File: src/rtl/css_defines.svh
`ifndef CSS_DEFINES_SVH
`define CSS_DEFINES_SVH

// Register map (byte addresses on the bus)
`define CSS_ADDR_TRIM       4'h0
`define CSS_ADDR_FUSE       4'h4
`define CSS_ADDR_STATUS     4'h8
`define CSS_ADDR_CTRL       4'hc

// Clock-select fuse encodings
`define CSS_SEL_EXT_CLK     4'h0
`define CSS_SEL_IRC_LO      4'h1
`define CSS_SEL_IRC_HI      4'h4
`define CSS_SEL_ERC_LO      4'h5
`define CSS_SEL_ERC_HI      4'h8

// Start-up fuse encodings
`define CSS_SUT_NONE        2'h0
`define CSS_SUT_SHORT       2'h1
`define CSS_SUT_LONG        2'h2
`define CSS_SUT_FAST        2'h3

// Factory defaults
`define CSS_DEF_SEL         4'h1
`define CSS_DEF_SUT         2'h2
`define CSS_SIG_TRIM_ADDR   8'h00

// Start-up cycle counts
`define CSS_CK_LONG         5'h12
`define CSS_CK_SHORT        5'h06

// Reset delays in watchdog oscillator cycles
`define CSS_WDT_SHORT       17'h01000
`define CSS_WDT_LONG        17'h10000

// Control and status bit positions
`define CSS_CTRL_RESTART    0
`define CSS_ST_RUN          0
`define CSS_ST_INVALID      1
`define CSS_ST_BUSY         2

`endif

File: src/rtl/css_pkg.sv
package css_pkg;
    typedef enum logic [1:0] {
        CSS_SRC_EXT,
        CSS_SRC_IRC,
        CSS_SRC_ERC,
        CSS_SRC_NONE
    } css_src_t;

    typedef enum logic [1:0] {
        CSS_ST_GATED,
        CSS_ST_CKCOUNT,
        CSS_ST_WDWAIT,
        CSS_ST_RUNNING
    } css_state_t;
endpackage : css_pkg

File: src/rtl/css_clock_select.sv
//////////////////////////////////////////////////////////////////////////////
//////////////////////////////////////////////////////////////////////////////
`timescale 1ns/100ps
`include "css_defines.svh"

module css_clock_select (
    // Clock and reset
    input  wire logic        clk_i,
    input  wire logic        rst_i,
    // Wishbone slave
    input  wire logic        cyc_i,
    input  wire logic        stb_i,
    input  wire logic        we_i,
    input  wire logic [3:0]  adr_i,
    input  wire logic [3:0]  sel_i,
    input  wire logic [31:0] dat_i,
    output logic      [31:0] dat_o,
    output logic             ack_o,
    // Fuses and factory signature row
    input  wire logic        fuse_valid_i,
    input  wire logic [3:0]  clock_select_fuses_i,
    input  wire logic [1:0]  startup_time_fuses_i,
    output logic      [7:0]  sig_addr_o,
    input  wire logic [7:0]  sig_data_hi_i,
    // Oscillator side
    input  wire logic        osc_tick_i,
    input  wire logic        wdt_osc_i,
    input  wire logic        wake_i,
    // Clock control outputs
    output logic             use_ext_clk_o,
    output logic             irc_en_o,
    output logic             erc_en_o,
    output logic      [1:0]  band_o,
    output logic      [7:0]  trim_value_o,
    output logic             core_clk_en_o
);
    //////////////////////////////////////////////////////////////////////////
    // Pin synchronisers and edge detection
    logic osc_tick_s;
    logic wdt_osc_s;
    logic wake_s;
    logic osc_tick_d_reg;
    logic wdt_osc_d_reg;
    logic wake_d_reg;

    css_sync u_sync_osc (.clk_i(clk_i), .rst_i(rst_i), .d_i(osc_tick_i), .q_o(osc_tick_s));
    css_sync u_sync_wdt (.clk_i(clk_i), .rst_i(rst_i), .d_i(wdt_osc_i),  .q_o(wdt_osc_s));
    css_sync u_sync_wak (.clk_i(clk_i), .rst_i(rst_i), .d_i(wake_i),     .q_o(wake_s));

    always_ff @(posedge clk_i) begin
        if (rst_i) begin
            osc_tick_d_reg <= 1'b0;
            wdt_osc_d_reg  <= 1'b0;
            wake_d_reg     <= 1'b0;
        end else begin
            osc_tick_d_reg <= osc_tick_s;
            wdt_osc_d_reg  <= wdt_osc_s;
            wake_d_reg     <= wake_s;
        end
    end

    wire osc_edge  = osc_tick_s & ~osc_tick_d_reg;
    wire wdt_edge  = wdt_osc_s & ~wdt_osc_d_reg;
    wire wake_rise = wake_s & ~wake_d_reg;

    //////////////////////////////////////////////////////////////////////////
    // Fuse decode; without programmed fuses the factory defaults apply
    wire [3:0] sel_fuse = fuse_valid_i ? clock_select_fuses_i : `CSS_DEF_SEL;
    wire [1:0] sut_fuse = fuse_valid_i ? startup_time_fuses_i : `CSS_DEF_SUT;

    wire is_ext = (sel_fuse == `CSS_SEL_EXT_CLK);
    wire is_irc = (sel_fuse >= `CSS_SEL_IRC_LO) && (sel_fuse <= `CSS_SEL_IRC_HI);
    wire is_erc = (sel_fuse >= `CSS_SEL_ERC_LO) && (sel_fuse <= `CSS_SEL_ERC_HI);
    wire sut_bad = !is_erc && (sut_fuse == `CSS_SUT_FAST);
    wire cfg_invalid = !(is_ext || is_irc || is_erc) || sut_bad;

    css_pkg::css_src_t src;
    assign src = cfg_invalid ? css_pkg::CSS_SRC_NONE :
                 is_ext      ? css_pkg::CSS_SRC_EXT  :
                 is_irc      ? css_pkg::CSS_SRC_IRC  : css_pkg::CSS_SRC_ERC;

    // Band index: low to high within the selected source
    wire [3:0] band_raw = is_erc ? (sel_fuse - `CSS_SEL_ERC_LO) : (sel_fuse - `CSS_SEL_IRC_LO);
    wire [1:0] band     = (!cfg_invalid && (is_erc || is_irc)) ? band_raw[1:0] : 2'h0;

    // Start-up cycles: 18 for external RC except fast option, else 6
    wire [4:0] ck_need = (is_erc && sut_fuse != `CSS_SUT_FAST) ? `CSS_CK_LONG
                                                                : `CSS_CK_SHORT;
    // Reset extra delay, in watchdog oscillator cycles
    wire [16:0] wd_need = (sut_fuse == `CSS_SUT_NONE)  ? 17'h00000 :
                          (sut_fuse == `CSS_SUT_LONG)  ? `CSS_WDT_LONG :
                                                         `CSS_WDT_SHORT;

    //////////////////////////////////////////////////////////////////////////
    // Register bus decode
    wire bus_req  = cyc_i & stb_i & ~ack_o;
    wire wr_req   = bus_req & we_i;
    wire hit_trim = (adr_i == `CSS_ADDR_TRIM);
    wire hit_ctrl = (adr_i == `CSS_ADDR_CTRL);
    wire trim_wr  = wr_req & hit_trim & sel_i[0];
    wire restart  = wr_req & hit_ctrl & sel_i[0] & dat_i[`CSS_CTRL_RESTART];

    //////////////////////////////////////////////////////////////////////////
    // Start-up sequencer
    css_pkg::css_state_t state_reg;
    css_pkg::css_state_t state_next;
    logic [4:0]  ck_cnt_reg;
    logic [16:0] wd_cnt_reg;
    logic        cold_reg;
    logic        boot_reg;
    logic [7:0]  trim_reg;

    always_comb begin
        state_next = state_reg;
        case (state_reg)
            css_pkg::CSS_ST_GATED: begin
                if (!cfg_invalid)
                    state_next = css_pkg::CSS_ST_CKCOUNT;
            end
            css_pkg::CSS_ST_CKCOUNT: begin
                if (ck_cnt_reg >= ck_need)
                    state_next = (cold_reg && wd_need != 17'h00000) ?
                                 css_pkg::CSS_ST_WDWAIT : css_pkg::CSS_ST_RUNNING;
            end
            css_pkg::CSS_ST_WDWAIT: begin
                if (wd_cnt_reg >= wd_need)
                    state_next = css_pkg::CSS_ST_RUNNING;
            end
            css_pkg::CSS_ST_RUNNING: begin
                if (cfg_invalid)
                    state_next = css_pkg::CSS_ST_GATED;
            end
            default: state_next = css_pkg::CSS_ST_GATED;
        endcase
        // A wake from power-down restarts the oscillator count
        if (wake_rise || restart)
            state_next = css_pkg::CSS_ST_GATED;
    end

    always_ff @(posedge clk_i) begin
        if (rst_i) begin
            state_reg <= css_pkg::CSS_ST_GATED;
            cold_reg  <= 1'b1;
        end else begin
            state_reg <= state_next;
            if (state_reg == css_pkg::CSS_ST_RUNNING)
                cold_reg <= 1'b0;
        end
    end

    // Counts only oscillator edges, so wake uses the same fuse period
    always_ff @(posedge clk_i) begin
        if (rst_i || state_reg != css_pkg::CSS_ST_CKCOUNT)
            ck_cnt_reg <= 5'h00;
        else if (osc_edge && ck_cnt_reg != 5'h1f)
            ck_cnt_reg <= ck_cnt_reg + 5'h01;
    end

    // Reset delay runs from the watchdog oscillator, not the chip clock
    always_ff @(posedge clk_i) begin
        if (rst_i || state_reg != css_pkg::CSS_ST_WDWAIT)
            wd_cnt_reg <= 17'h00000;
        else if (wdt_edge && wd_cnt_reg != 17'h1ffff)
            wd_cnt_reg <= wd_cnt_reg + 17'h00001;
    end

    //////////////////////////////////////////////////////////////////////////
    // Trim register: factory byte loaded in the first cycle after reset, then software owned
    always_ff @(posedge clk_i) begin
        if (rst_i) begin
            boot_reg <= 1'b1;
            trim_reg <= 8'h00;
        end else if (boot_reg) begin
            boot_reg <= 1'b0;
            trim_reg <= sig_data_hi_i;
        end else if (trim_wr) begin
            trim_reg <= dat_i[7:0];
        end
    end

    assign sig_addr_o = `CSS_SIG_TRIM_ADDR;

    //////////////////////////////////////////////////////////////////////////
    // Outputs to the clock tree
    always_ff @(posedge clk_i) begin
        if (rst_i) begin
            use_ext_clk_o <= 1'b0;
            irc_en_o      <= 1'b0;
            erc_en_o      <= 1'b0;
            band_o        <= 2'h0;
        end else begin
            use_ext_clk_o <= (src == css_pkg::CSS_SRC_EXT);
            irc_en_o      <= (src == css_pkg::CSS_SRC_IRC);
            erc_en_o      <= (src == css_pkg::CSS_SRC_ERC);
            band_o        <= band;
        end
    end

    assign trim_value_o  = trim_reg;
    assign core_clk_en_o = (state_reg == css_pkg::CSS_ST_RUNNING);

    //////////////////////////////////////////////////////////////////////////
    // Read data and acknowledge: one registered answer per request, the cycle after it
    wire [31:0] rd_status = {29'h0,
                             state_reg != css_pkg::CSS_ST_RUNNING &&
                             state_reg != css_pkg::CSS_ST_GATED,
                             cfg_invalid,
                             core_clk_en_o};
    wire [31:0] rd_mux = hit_trim                   ? {24'h0, trim_reg} :
                         (adr_i == `CSS_ADDR_FUSE)  ? {26'h0, sut_fuse, sel_fuse} :
                         (adr_i == `CSS_ADDR_STATUS)? rd_status : 32'h0;

    always_ff @(posedge clk_i) begin
        if (rst_i) begin
            ack_o <= 1'b0;
            dat_o <= 32'h0;
        end else begin
            ack_o <= bus_req;
            dat_o <= bus_req ? rd_mux : 32'h0;
        end
    end

    //////////////////////////////////////////////////////////////////////////
    // Checks
    gate_until_count_a: assert property (@(posedge clk_i) disable iff (rst_i)
        $rose(core_clk_en_o) |-> $past(state_reg) != css_pkg::CSS_ST_GATED)
        else $error("core clock released without start-up count");
    invalid_gated_a: assert property (@(posedge clk_i) disable iff (rst_i)
        cfg_invalid |=> !core_clk_en_o)
        else $error("clock released on invalid fuses");
    ext_select_a: assert property (@(posedge clk_i) disable iff (rst_i)
        (sel_fuse == `CSS_SEL_EXT_CLK && !cfg_invalid) |=> use_ext_clk_o)
        else $error("external clock not selected");
    irc_select_a: assert property (@(posedge clk_i) disable iff (rst_i)
        (is_irc && !sut_bad) |=> irc_en_o && !erc_en_o)
        else $error("internal rc not selected");
    erc_select_a: assert property (@(posedge clk_i) disable iff (rst_i)
        is_erc |=> erc_en_o && band_o == $past(band_raw[1:0]))
        else $error("external rc band wrong");
    ck_count_a: assert property (@(posedge clk_i) disable iff (rst_i)
        (state_reg == css_pkg::CSS_ST_CKCOUNT && is_erc && sut_fuse != 2'h3
         && ck_cnt_reg < 5'h12) |=> state_reg != css_pkg::CSS_ST_RUNNING)
        else $error("rc start-up shorter than 18 cycles");
    wd_delay_a: assert property (@(posedge clk_i) disable iff (rst_i)
        (state_reg == css_pkg::CSS_ST_WDWAIT && wd_cnt_reg < wd_need
         && !wake_rise && !restart) |=> !core_clk_en_o)
        else $error("reset delay cut short");
    trim_load_a: assert property (@(posedge clk_i) disable iff (rst_i)
        boot_reg |=> trim_value_o == $past(sig_data_hi_i))
        else $error("factory trim not loaded");
    trim_write_a: assert property (@(posedge clk_i) disable iff (rst_i)
        (trim_wr && !boot_reg) |=> trim_value_o == $past(dat_i[7:0]))
        else $error("trim write lost");
    default_fuse_a: assert property (@(posedge clk_i) disable iff (rst_i)
        !fuse_valid_i |-> sel_fuse == 4'h1 && sut_fuse == 2'h2)
        else $error("factory defaults not applied");

    // Start-up counting, release, selection and trim read consistency
    onehot_src_a: assert property (@(posedge clk_i) disable iff (rst_i)
        1'b1
        |-> $onehot0({use_ext_clk_o, irc_en_o, erc_en_o}))
        else $error("more than one clock source selected");
    short_count_a: assert property (@(posedge clk_i) disable iff (rst_i)
        (state_reg == css_pkg::CSS_ST_CKCOUNT && !is_erc && ck_cnt_reg >= `CSS_CK_SHORT)
        |=> state_reg != css_pkg::CSS_ST_CKCOUNT)
        else $error("six-cycle start-up not ended");
    long_delay_a: assert property (@(posedge clk_i) disable iff (rst_i)
        (state_reg == css_pkg::CSS_ST_CKCOUNT && cold_reg && ck_cnt_reg >= ck_need
         && sut_fuse == `CSS_SUT_LONG && !wake_rise && !restart)
        |=> state_reg == css_pkg::CSS_ST_WDWAIT)
        else $error("long reset delay skipped");
    warm_wake_a: assert property (@(posedge clk_i) disable iff (rst_i)
        (state_reg == css_pkg::CSS_ST_CKCOUNT && !cold_reg && ck_cnt_reg >= ck_need
         && !wake_rise && !restart)
        |=> state_reg == css_pkg::CSS_ST_RUNNING)
        else $error("wake did not release after start-up count");
    restart_gate_a: assert property (@(posedge clk_i) disable iff (rst_i)
        restart
        |=> !core_clk_en_o)
        else $error("restart left core clock running");
    trim_read_a: assert property (@(posedge clk_i) disable iff (rst_i)
        (bus_req && !we_i && hit_trim)
        |=> ack_o && dat_o == {24'h0, $past(trim_reg)})
        else $error("trim read data wrong");
endmodule : css_clock_select

File: src/rtl/css_sync.sv
`timescale 1ns/100ps
// Two-stage synchroniser for pins from outside the clock domain
module css_sync (
    // Clock and reset
    input  wire logic clk_i,
    input  wire logic rst_i,
    // Data
    input  wire logic d_i,
    output logic      q_o
);
    logic meta_reg;

    always_ff @(posedge clk_i) begin
        if (rst_i) begin
            meta_reg <= 1'b0;
            q_o      <= 1'b0;
        end else begin
            meta_reg <= d_i;
            q_o      <= meta_reg;
        end
    end
endmodule : css_sync

File: config.mk
export PLATFORM = sky130hd
export DESIGN_NAME = css_clock_select
export DESIGN_NICKNAME = d
export VERILOG_FILES = /design/src/rtl/css_pkg.sv /design/src/rtl/css_clock_select.sv /design/src/rtl/css_sync.sv
export VERILOG_INCLUDE_DIRS = /design/src /design/src/rtl
export SDC_FILE = /design/constraint.sdc
export NUM_CORES = 1
export LEC_CHECK = 0
export ABC_AREA = 1
export ABC_CLOCK_PERIOD_IN_PS = 2150
export BUFFER_PORTS_ARGS = -buffer_cell sky130_fd_sc_hd__buf_4
export CAP_MARGIN = 20
export CORE_MARGIN = 2
export CORE_UTILIZATION = 49
export CTS_BUF_LIST = sky130_fd_sc_hd__clkbuf_16
export DETAILED_ROUTE_END_ITERATION = 7
export PLACE_DENSITY = 0.8
export SLEW_MARGIN = 10
export SYNTH_ARGS = -nofsm -noshare
export SYNTH_HDL_FRONTEND = slang
export SYNTH_SLANG_ARGS = --single-unit
File: constraint.sdc
create_clock -name clk_i -period 2.15 [get_ports clk_i]
set_input_delay 0.215 -clock clk_i [delete_from_list [all_inputs] [get_ports clk_i]]
set_output_delay 0.215 -clock clk_i [all_outputs]
set_load 0.01 [all_outputs]
# --- Yosys cells after proc, flatten, opt, wreduce, memory -nomap -nowiden ---
# Cells that the tools add are included.
classes:
  add_sub_neg: 4
  mul: 0
  n_div: 0
  magnitude_cmp: 6
  n_eq_ne: 20
  shift: 0
  mux: 21
  n_bitwise: 17
  n_reduce_logical: 32
ops:
  columns: ["cell", "n"]
  rows:
  - ["17-bit two-way mux", 2]
  - ["8-bit two-way mux", 3]
  - ["2-bit two-way mux", 9]
  - ["17-bit by 1-bit adder with 17-bit output (second input constant)", 1]
  - ["17-bit greater-or-equal comparator", 1]
  - ["17-bit inequality test (second input constant)", 1]
  - ["17-bit nonzero test", 1]
  - ["2-bit inequality test (second input constant)", 6]
  - ["1-bit AND", 11]
  - ["2-bit == test (second input constant)", 5]
  - ["1-bit logical AND", 9]
  - ["4-bit == test (second input constant)", 2]
  - ["4-bit logical NOT", 2]
  - ["2-bit case mux with 4 select lines", 1]
  - ["1-bit logical OR", 7]
  - ["2-bit logical NOT", 3]
  - ["6-bit two-way mux", 1]
  - ["1-bit NOT", 6]
  - ["2-bit OR reduction", 3]
  - ["5-bit by 1-bit adder with 5-bit output (second input constant)", 1]
  - ["5-bit greater-or-equal comparator", 1]
  - ["5-bit two-way mux", 1]
  - ["5-bit inequality test (second input constant)", 1]
  - ["2-bit by 1-bit == test with 1-bit output (second input constant)", 2]
  - ["other kinds (14)", 20]
word_totals:
  reg_bits: 81
  latchBits: 0
  ramBits: 0
  mem_bits_ro: 0
  in_bits: 63
  wordCells: 122
  memories: 0

# --- Depth between registers and ports, before layout ---
# Gate-level depths: netlist of run 1.
depth:
  ltp_word: 11
  ltp_mapped: 18
  ltp_nobuf: 17

# --- Cells and area by module ---
# A second synthesis of run 1 with hierarchy kept.
hier_totals:
  hier_cells: 413
  hier_area_um2: 3061.7
modules_own_cells:
  columns: ["mod", "n_inst", "cells_each", "area_per_inst_um2", "seq_area_each_um2"]
  rows:
  - ["css_clock_select", 1, 395, 2896.5, 1021.0]
  - ["css_sync", 3, 6, 55.1, 40.0]

# --- Worst setup path before layout of run 1 ---
# OpenSTA, ideal clock, no wires.
synth_path:
  path_type: "input port to flip-flop"
  from: "input port fuse_valid_i"
  to: "register state_reg[1]"
  setup_ns: 0.113
  arrival_ns: 1.816
  t_required_ns: 2.037
  slack_ns: 0.221
  stages: 17
  n_path_buf: 1
  path_cell_list: "buf_6 inv_1 nor2_1 ha_1 inv_1 o21ai_0 nand2_2 nor2_1 ha_1 o21ai_0 nand2_1 nand2_1 nand2_1 nand2_1 o21bai_1 nand2_1 nor2_1"
synth_via:
  elab_chain_len: 9
  word_cells_on_any_way: 30
  classes_between: "order compare (6); eq/ne (7); mux (5); reduce/logical (12)"
synth_lines:
  columns: ["item", "line", "source"]
  rows:
  - ["from (decl)", "css_clock_select.sv:20", "input wire logic fuse_valid_i,"]
  - ["parallel branches: the longest is 8 deep, another holds 17-bit greater-or-equal comparator", null, null]
  - ["4-bit AND reduction (no source line) (*)", null, null]
  - ["to (signal assigned)", "css_clock_select.sv:142", "state_reg <= css_pkg::CSS_ST_GATED;"]
  - ["to (signal assigned)", "css_clock_select.sv:145", "state_reg <= state_next;"]
  - ["to (decl)", "css_clock_select.sv:105", "css_pkg::css_state_t state_reg;"]
# Every way passes the cells marked *.
# A chain may end at the register's enable or synchronous reset.

# --- Worst setup path after layout of run 1 ---
layout_path:
  from: "register wd_cnt_reg[0]"
  to: "register wd_cnt_reg[9]"
layout_via:
  elab_chain_len: 2
  word_cells_on_any_way: 3
  classes_between: "add/sub (1); eq/ne (1); reduce/logical (1)"
layout_lines:
  columns: ["item", "line", "source"]
  rows:
  - ["from (decl)", "css_clock_select.sv:108", "logic [16:0] wd_cnt_reg;"]
  - ["from (signal assigned)", "css_clock_select.sv:164", "wd_cnt_reg <= wd_cnt_reg + 17'h00001;"]
  - ["parallel branches: the longest is 2 deep, another holds 17-bit by 1-bit adder with 17-bit output", null, null]
# Parallel ways; which one is timed is not known.

==> results of run 1 <==
## how the worst min path moves through the flow
stage,startpoint,to,cells past startpoint
after floorplan,rst_i,boot_reg,0
after global placement,u_sync_osc.meta_reg,u_sync_osc.q_o,2
after detailed placement,u_sync_osc.meta_reg,u_sync_osc.q_o,2
after CTS,osc_tick_i,u_sync_osc.meta_reg,3
after global routing,osc_tick_i,u_sync_osc.meta_reg,3
final,osc_tick_i,u_sync_osc.meta_reg,3
## kinds of logic after synthesis
group                    count (synthesis)
AND/OR/NAND/NOR                        161
buffers and inverters                   99
AO/OA/AOI/OAI                           74
flip-flops                              57
adder cells (fa/ha/maj)                 15
multiplexers                             8
other                                    1
XOR/XNOR                                 1
## cell type report
class                   instances  area, µm²
clock buffers                   9      225.2
well taps                      75      93.84
fillers                       511       2054
repair buffers                 75      563.0
clock inverters                 7      95.09
flip-flops and latches         57       1156
inverters                      60      227.7
multi-input cells             291       1575
## through the flow
step	hold slack, ns	instance area, µm²	worst slack [ns]	TNS (ns)
after floorplan	0.2427	3206	0.2212	0
after global placement	0.3895	3556	0.06106	0
after detailed placement	0.3984	3556	0.007486	0
after CTS	0.08113	3876	0.02201	0
after global routing	0.08338	3936	-0.1063	-0.4908
final	0.08885	3936	0.1035	0
## worst min-delay path, delay by kind of cell
family	cells	cell delay, ns
buffers and inverters	2	0.11
and+or+nand+nor	1	0.06
## per-layer routing
| layer | GRT usage [%] | up-vias | wire [µm] |
|---|---|---|---|
| li1 | - | 1431 | - |
| met1 | 23.89 | 1283 | 2849 |
| met2 | 33.43 | 84 | 3571 |
| met3 | 7.952 | 12 | 378 |
| met4 | 7.004 | 0 | 118 |
| met5 | 0 | - | 0 |
## power by group
| group | internal, mW | switching (mW) |
|---|---|---|
| Combinational | 0.193 | 0.262 |
| Clock | 1.01 | 0.506 |
| Sequential | 1.10 | 0.0393 |
## layout by cell type, fill, tap and decap left out, types with 4 or more instances in the layout
cell / count
ha_1: 14
buf_4: 75
conb_1: 32
inv_1: 56
o21ai_0: 34
nand4_1: 5
a31oi_1: 4
nor2_2: 7
mux2i_1: 8
nor2_1: 53
nor3_1: 8
a21oi_1: 30
nand2_1: 53
nand2_2: 5
dfxtp_1: 51
nand3_1: 16
clkbuf_16: 9
## repair_timing
| item | 4_1_cts | 5_1_grt |
|---|---|---|
| hold endpoints to repair | 0 | 0 |
| endpoints found under the setup margin | 0 | 11 |
| resized for setup | 0 | 17 |
| buffers inserted | 0 | 3 |
==> summary.txt, run 1 <==
Die Y = 83.40 µm
Synth Area in Simple Gates = 24.83%
global-route wire length before repair = 11320 µm
kind of critical path = reg2reg
ys flop type = dfxtp_1
# hold bufs at CTS = 0
async set or reset register ratio after synthesis = 0%
CTS tree = done
Critical Path Max Stage Delay = 0.33 ns
crit path max-delay cell type = dfxtp_1
Top delay family on crit path = simple AND/OR/NAND/NOR gates
main combinational cell family by area after synthesis = simple AND/OR/NAND/NOR gates
Clock Tree Root = clkbuf_16
Critical path destination = wd_cnt_reg[9]
Ys Warns = 0
CTS Sinks = 57
nets@finish = 572
peak supply drop = 0.6348 mV
Num CTS Buffers = 9
CP max FO = 8
crit-path cells = ha_1 -> nand3_1 -> nor4_2 -> ha_2 -> inv_1 -> nand3b_4 -> nor3_4 -> nand3_2 -> buf_4 -> nor3_1 -> o21a_1
Synth Instances = 416
flop2flop setup slack = 0.10 ns
synthesis-stage register bit count = 57
Leak = 1.855 nW
I/O pin cnt = 118
Tot GR Track Use = 20.25%
Largest register FFs = 17
mux cell area share after synthesis = 2.592%
Core Rows = 28
initial antenna violation count = 0
Synth Area in XOR/XNOR = 0.2835%
relative slew slack = 63.54%
Synth-to-Final Area Change = 27.42%
mean post-synth cell area = 7.426 µm²
Post-route DRC = 0
dpl cells = 555
worst r2r src = wd_cnt_reg[0]
number of synthesized flops with an enable pin = 0
antenna viol nets, final = 0
Final Cycle Share = 95.18%
Initial Util = 51.57%
non-filler cells in the finished layout = 574
Max H-tree Level = 3
Compound-Gate Fraction of Synth Area = 12.64%
RSZ-0062 raised after global routing = yes
clock-pin transition on the worst setup and hold timing paths = 0.05 ns
via count = 2810
GP Congestion = 0.8042
maxcap violations = 0
Worst Setup Start Kind = flip-flop
sequential area share after synthesis = 36.94%
Reg2Reg Depth = 11
DRT iter0 DRCs = 131
router iterations before antenna repair = 4
Hold Violations, Final = 0
Die X = 83.40 µm
crit path capture type = flip-flop
leading post-synthesis cells by cell area = dfxtp_1 37%, buf_4 7.8%, inv_1 6.8%
# diodes = 0
WL/cell = 12.05 µm
Tightest Pin Transition = 0.5449 ns
number of global-route vias before repair = 2545
power consumption = 3.111 mW
total core area = 0.005991 mm²
cell accounting for the most synthesized area = dfxtp_1
Worst Hold Class = in2reg
pwr/cell area = 790.2 mW/mm²
Post-DP HPWL = 4999 µm
Worst Skew = 0.003303 ns
Synth Area in Adders = 6.075%
Buf/Inv on CP = 2
reg2reg end = wd_cnt_reg[9]
crit path DAT = 2.32 ns
Synth cell types = 35
max-slew violations = 0
maximum buffer depth of the clock tree = 2
outcome = complete, no violations
top-count cell post-synth = dfxtp_1
Worst Setup SP = wd_cnt_reg[0]
drt via density = 4.895
Synth top area share = 36.94%
largest net degree at the start of global routing = 17
Util after Layout = 65.71%
die area = 0.006956 mm²
Commonest cells post-synth = 57 x dfxtp_1, 56 x inv_1, 55 x nand2_1, 54 x nor2_1, 34 x o21ai_0
CP required = 2.42 ns
grt total ovfl = 0
post-route minimum period = 2.046 ns
I/O Buffers = 58
share of cells above drive strength 1 = 25.05%
Max Clock Freq = 488.6 MHz
Clk Latency, worst-skew pair = 0.33 ns
Final setup violation count = 0
Total Wirelength = 6917 µm
WP depth = 11
Mapped Area = 0.003089 mm²
(Power assumes the default switching activity.)
==> run 2: changes to the inputs <==
--- a/config.mk
+++ b/config.mk
@@ -8,7 +8,7 @@
 export LEC_CHECK = 0
 export ABC_AREA = 1
 export ABC_CLOCK_PERIOD_IN_PS = 2150
-export BUFFER_PORTS_ARGS = -buffer_cell sky130_fd_sc_hd__buf_4
+export BUFFER_PORTS_ARGS = -buffer_cell sky130_fd_sc_hd__buf_2
 export CAP_MARGIN = 20
 export CORE_MARGIN = 2
 export CORE_UTILIZATION = 49
==> summary.txt, run 2 (same netlist as run 1, synthesis figures left out) <==
Worst Hold Class = in2reg
Die Y = 83.40 µm (unchanged)
Post-DP HPWL = 4993 µm (-0.11%)
Clock Tree Root = clkbuf_16
global-route wire length before repair = 11710 µm (+3.4%)
crit path capture type = flip-flop
WL/cell = 12.45 µm (+3.3%)
Total Wirelength = 7121 µm (+2.9%)
relative slew slack = 59.19% (-4.3 points)
Final setup violation count = 0 (unchanged)
post-route minimum period = 2.029 ns (-0.01746 ns)
RSZ-0062 raised after global routing = no
# diodes = 0 (unchanged)
Hold Violations, Final = 0 (unchanged)
maximum buffer depth of the clock tree = 2 (unchanged)
crit-path cells = ha_2 -> nand3_2 -> nor4_4 -> ha_2 -> inv_1 -> nand3b_4 -> nor3_4 -> nand3_2 -> clkinv_2 -> nand3_2 -> o21ai_0 -> a21oi_1
total core area = 0.005991 mm² (unchanged)
largest net degree at the start of global routing = 17 (unchanged)
register area = 0.001151 mm² (-0.43%)
Max Clock Freq = 492.9 MHz (+0.86%)
grt total ovfl = 0 (unchanged)
Die X = 83.40 µm (unchanged)
maxcap violations = 0 (unchanged)
Tot GR Track Use = 20.77% (+0.53 points)
Worst path most repeated cell = nand3_2
CTS tree = done
initial antenna violation count = 0 (unchanged)
CTS Sinks = 57 (unchanged)
Worst Skew = 0.005914 ns (+0.002611 ns)
peak supply drop = 0.6461 mV (+1.8%)
Final Cycle Share = 94.37% (-0.81 points)
Synth-to-Final Area Change = 21.55%
Critical Path Max Stage Delay = 0.34 ns (about the same)
crit path DAT = 2.27 ns (-0.05 ns)
Max H-tree Level = 3 (unchanged)
Largest register FFs = 17 (unchanged)
nets@finish = 570 (-0.35%)
die area = 0.006956 mm² (unchanged)
Post-route DRC = 0 (unchanged)
DRT iter0 DRCs = 168 (+28%)
drt via density = 4.942 (+0.96%)
Placed Area = 0.003411 mm² (-4.1%)
Buf/Inv on CP = 2 (unchanged)
via count = 2827 (+0.60%)
Core Rows = 28 (unchanged)
antenna viol nets, final = 0 (unchanged)
Num CTS Buffers = 9 (unchanged)
Clk Latency, worst-skew pair = 0.33 ns (about the same)
max-slew violations = 0 (unchanged)
Fillers = 507 (-0.78%)
multi-input logic area = 0.001592 mm² (+1.0%)
pwr/cell area = 787.6 mW/mm² (-0.33%)
Top delay family on crit path = simple AND/OR/NAND/NOR gates
Tightest Pin Transition = 0.6074 ns (+0.06255 ns)
number of global-route vias before repair = 2703 (+6.2%)
I/O pin cnt = 118 (unchanged)
CP required = 2.39 ns (-0.03 ns)
router iterations before antenna repair = 5 (+1)
Initial Util = 51.57% (unchanged)
post-route setup TNS = 0 ns (unchanged)
Final Cell Area = 0.003755 mm² (-4.6%)
share of cells above drive strength 1 = 25.55% (+0.50 points)
CP max FO = 4 (-4)
Leak = 1.806 nW (-2.6%)
Worst Setup Start Kind = flip-flop
most frequent cells in the layout = 58 x buf_2, 57 x inv_1, 54 x nand2_1, 52 x nor2_1, 49 x dfxtp_1
most common cell after layout, fill and taps aside = buf_2
clock-pin transition on the worst setup and hold timing paths = 0.05 ns (about the same)
outcome = complete, no violations
I/O Buffers = 58 (unchanged)
GP Congestion = 0.8231 (+2.4%)
kind of critical path = reg2reg
crit path max-delay cell type = dfxtp_2
-- run 2: cell count changes in the layout (fill, tap and decap cells not counted), moves of 3 or more --
| cell | before | now |
|---|---|---|
| buf_4 | 75 | 15 |
| buf_2 | 0 | 58 |
| dfxtp_2 | 3 | 8 |
| clkinv_2 | 0 | 4 |
| dfxtp_4 | 3 | 0 |
-- run 2: cell type report --
| class | instances | share of cell area (%) |
|---|---|---|
| inverters | 60 | 6.065 |
| well taps | 75 | 2.499 |
| clock inverters | 7 | 1.666 |
| multi-input cells | 291 | 42.39 |
| repair buffers | 73 | 10.73 |
| clock buffers | 9 | 5.998 |
| flip-flops and latches | 57 | 30.66 |
-- run 2: per-stage QoR --
stage               util [%]  power [mW]  setup WS [ns]  hold slack, ns  instances
CTS                    62.20       2.955        0.01387         0.08287        572
floorplan                  -       1.498         0.2212          0.2427        447
finish                 62.68       2.957         0.1210         0.08040        572
global route           62.68       3.081        0.01380         0.08638        572
global placement       56.93       1.567        0.03549          0.3893        555
detailed placement     56.93       1.582       0.002224          0.3962        555
-- run 2: per-layer routing --
layer / track usage [%] / share of wire [%]
met3: 6.759 / 6.0
met2: 37.02 / 51
met1: 23.11 / 41
met5: 0 / 0
met4: 7.154 / 2.1
-- run 2: final timing paths --
path | start | end | slack, ns | depth (start not counted)
setup reg to reg | wd_cnt_reg[0] | wd_cnt_reg[11] | 0.12 | 12
hold reg to reg | u_sync_wak.meta_reg | u_sync_wak.q_o | 0.40 | 2
setup / recovery | wd_cnt_reg[0] | wd_cnt_reg[11] | 0.12 | 12
hold / removal | osc_tick_i | u_sync_osc.meta_reg | 0.08 | 3
-- run 2: power by group --
group	switching (mW)	total (mW)	internal, mW
clock	0.503	1.38	0.882
combinational	0.266	0.430	0.163
sequential	0.0385	1.14	1.10
-- run 2: repair_timing --
item,4_1_cts,5_1_grt
setup buffers,1,0
hold buffers,0,0
pin swaps,3,2
resized for setup,8,10
gates cloned,0,0
endpoints found under the setup margin,3,12
-- run 2: worst min-delay path, stage by stage --
cell	delay, ns
buf_2	0.07
inv_1	0.03
nor2_1	0.06
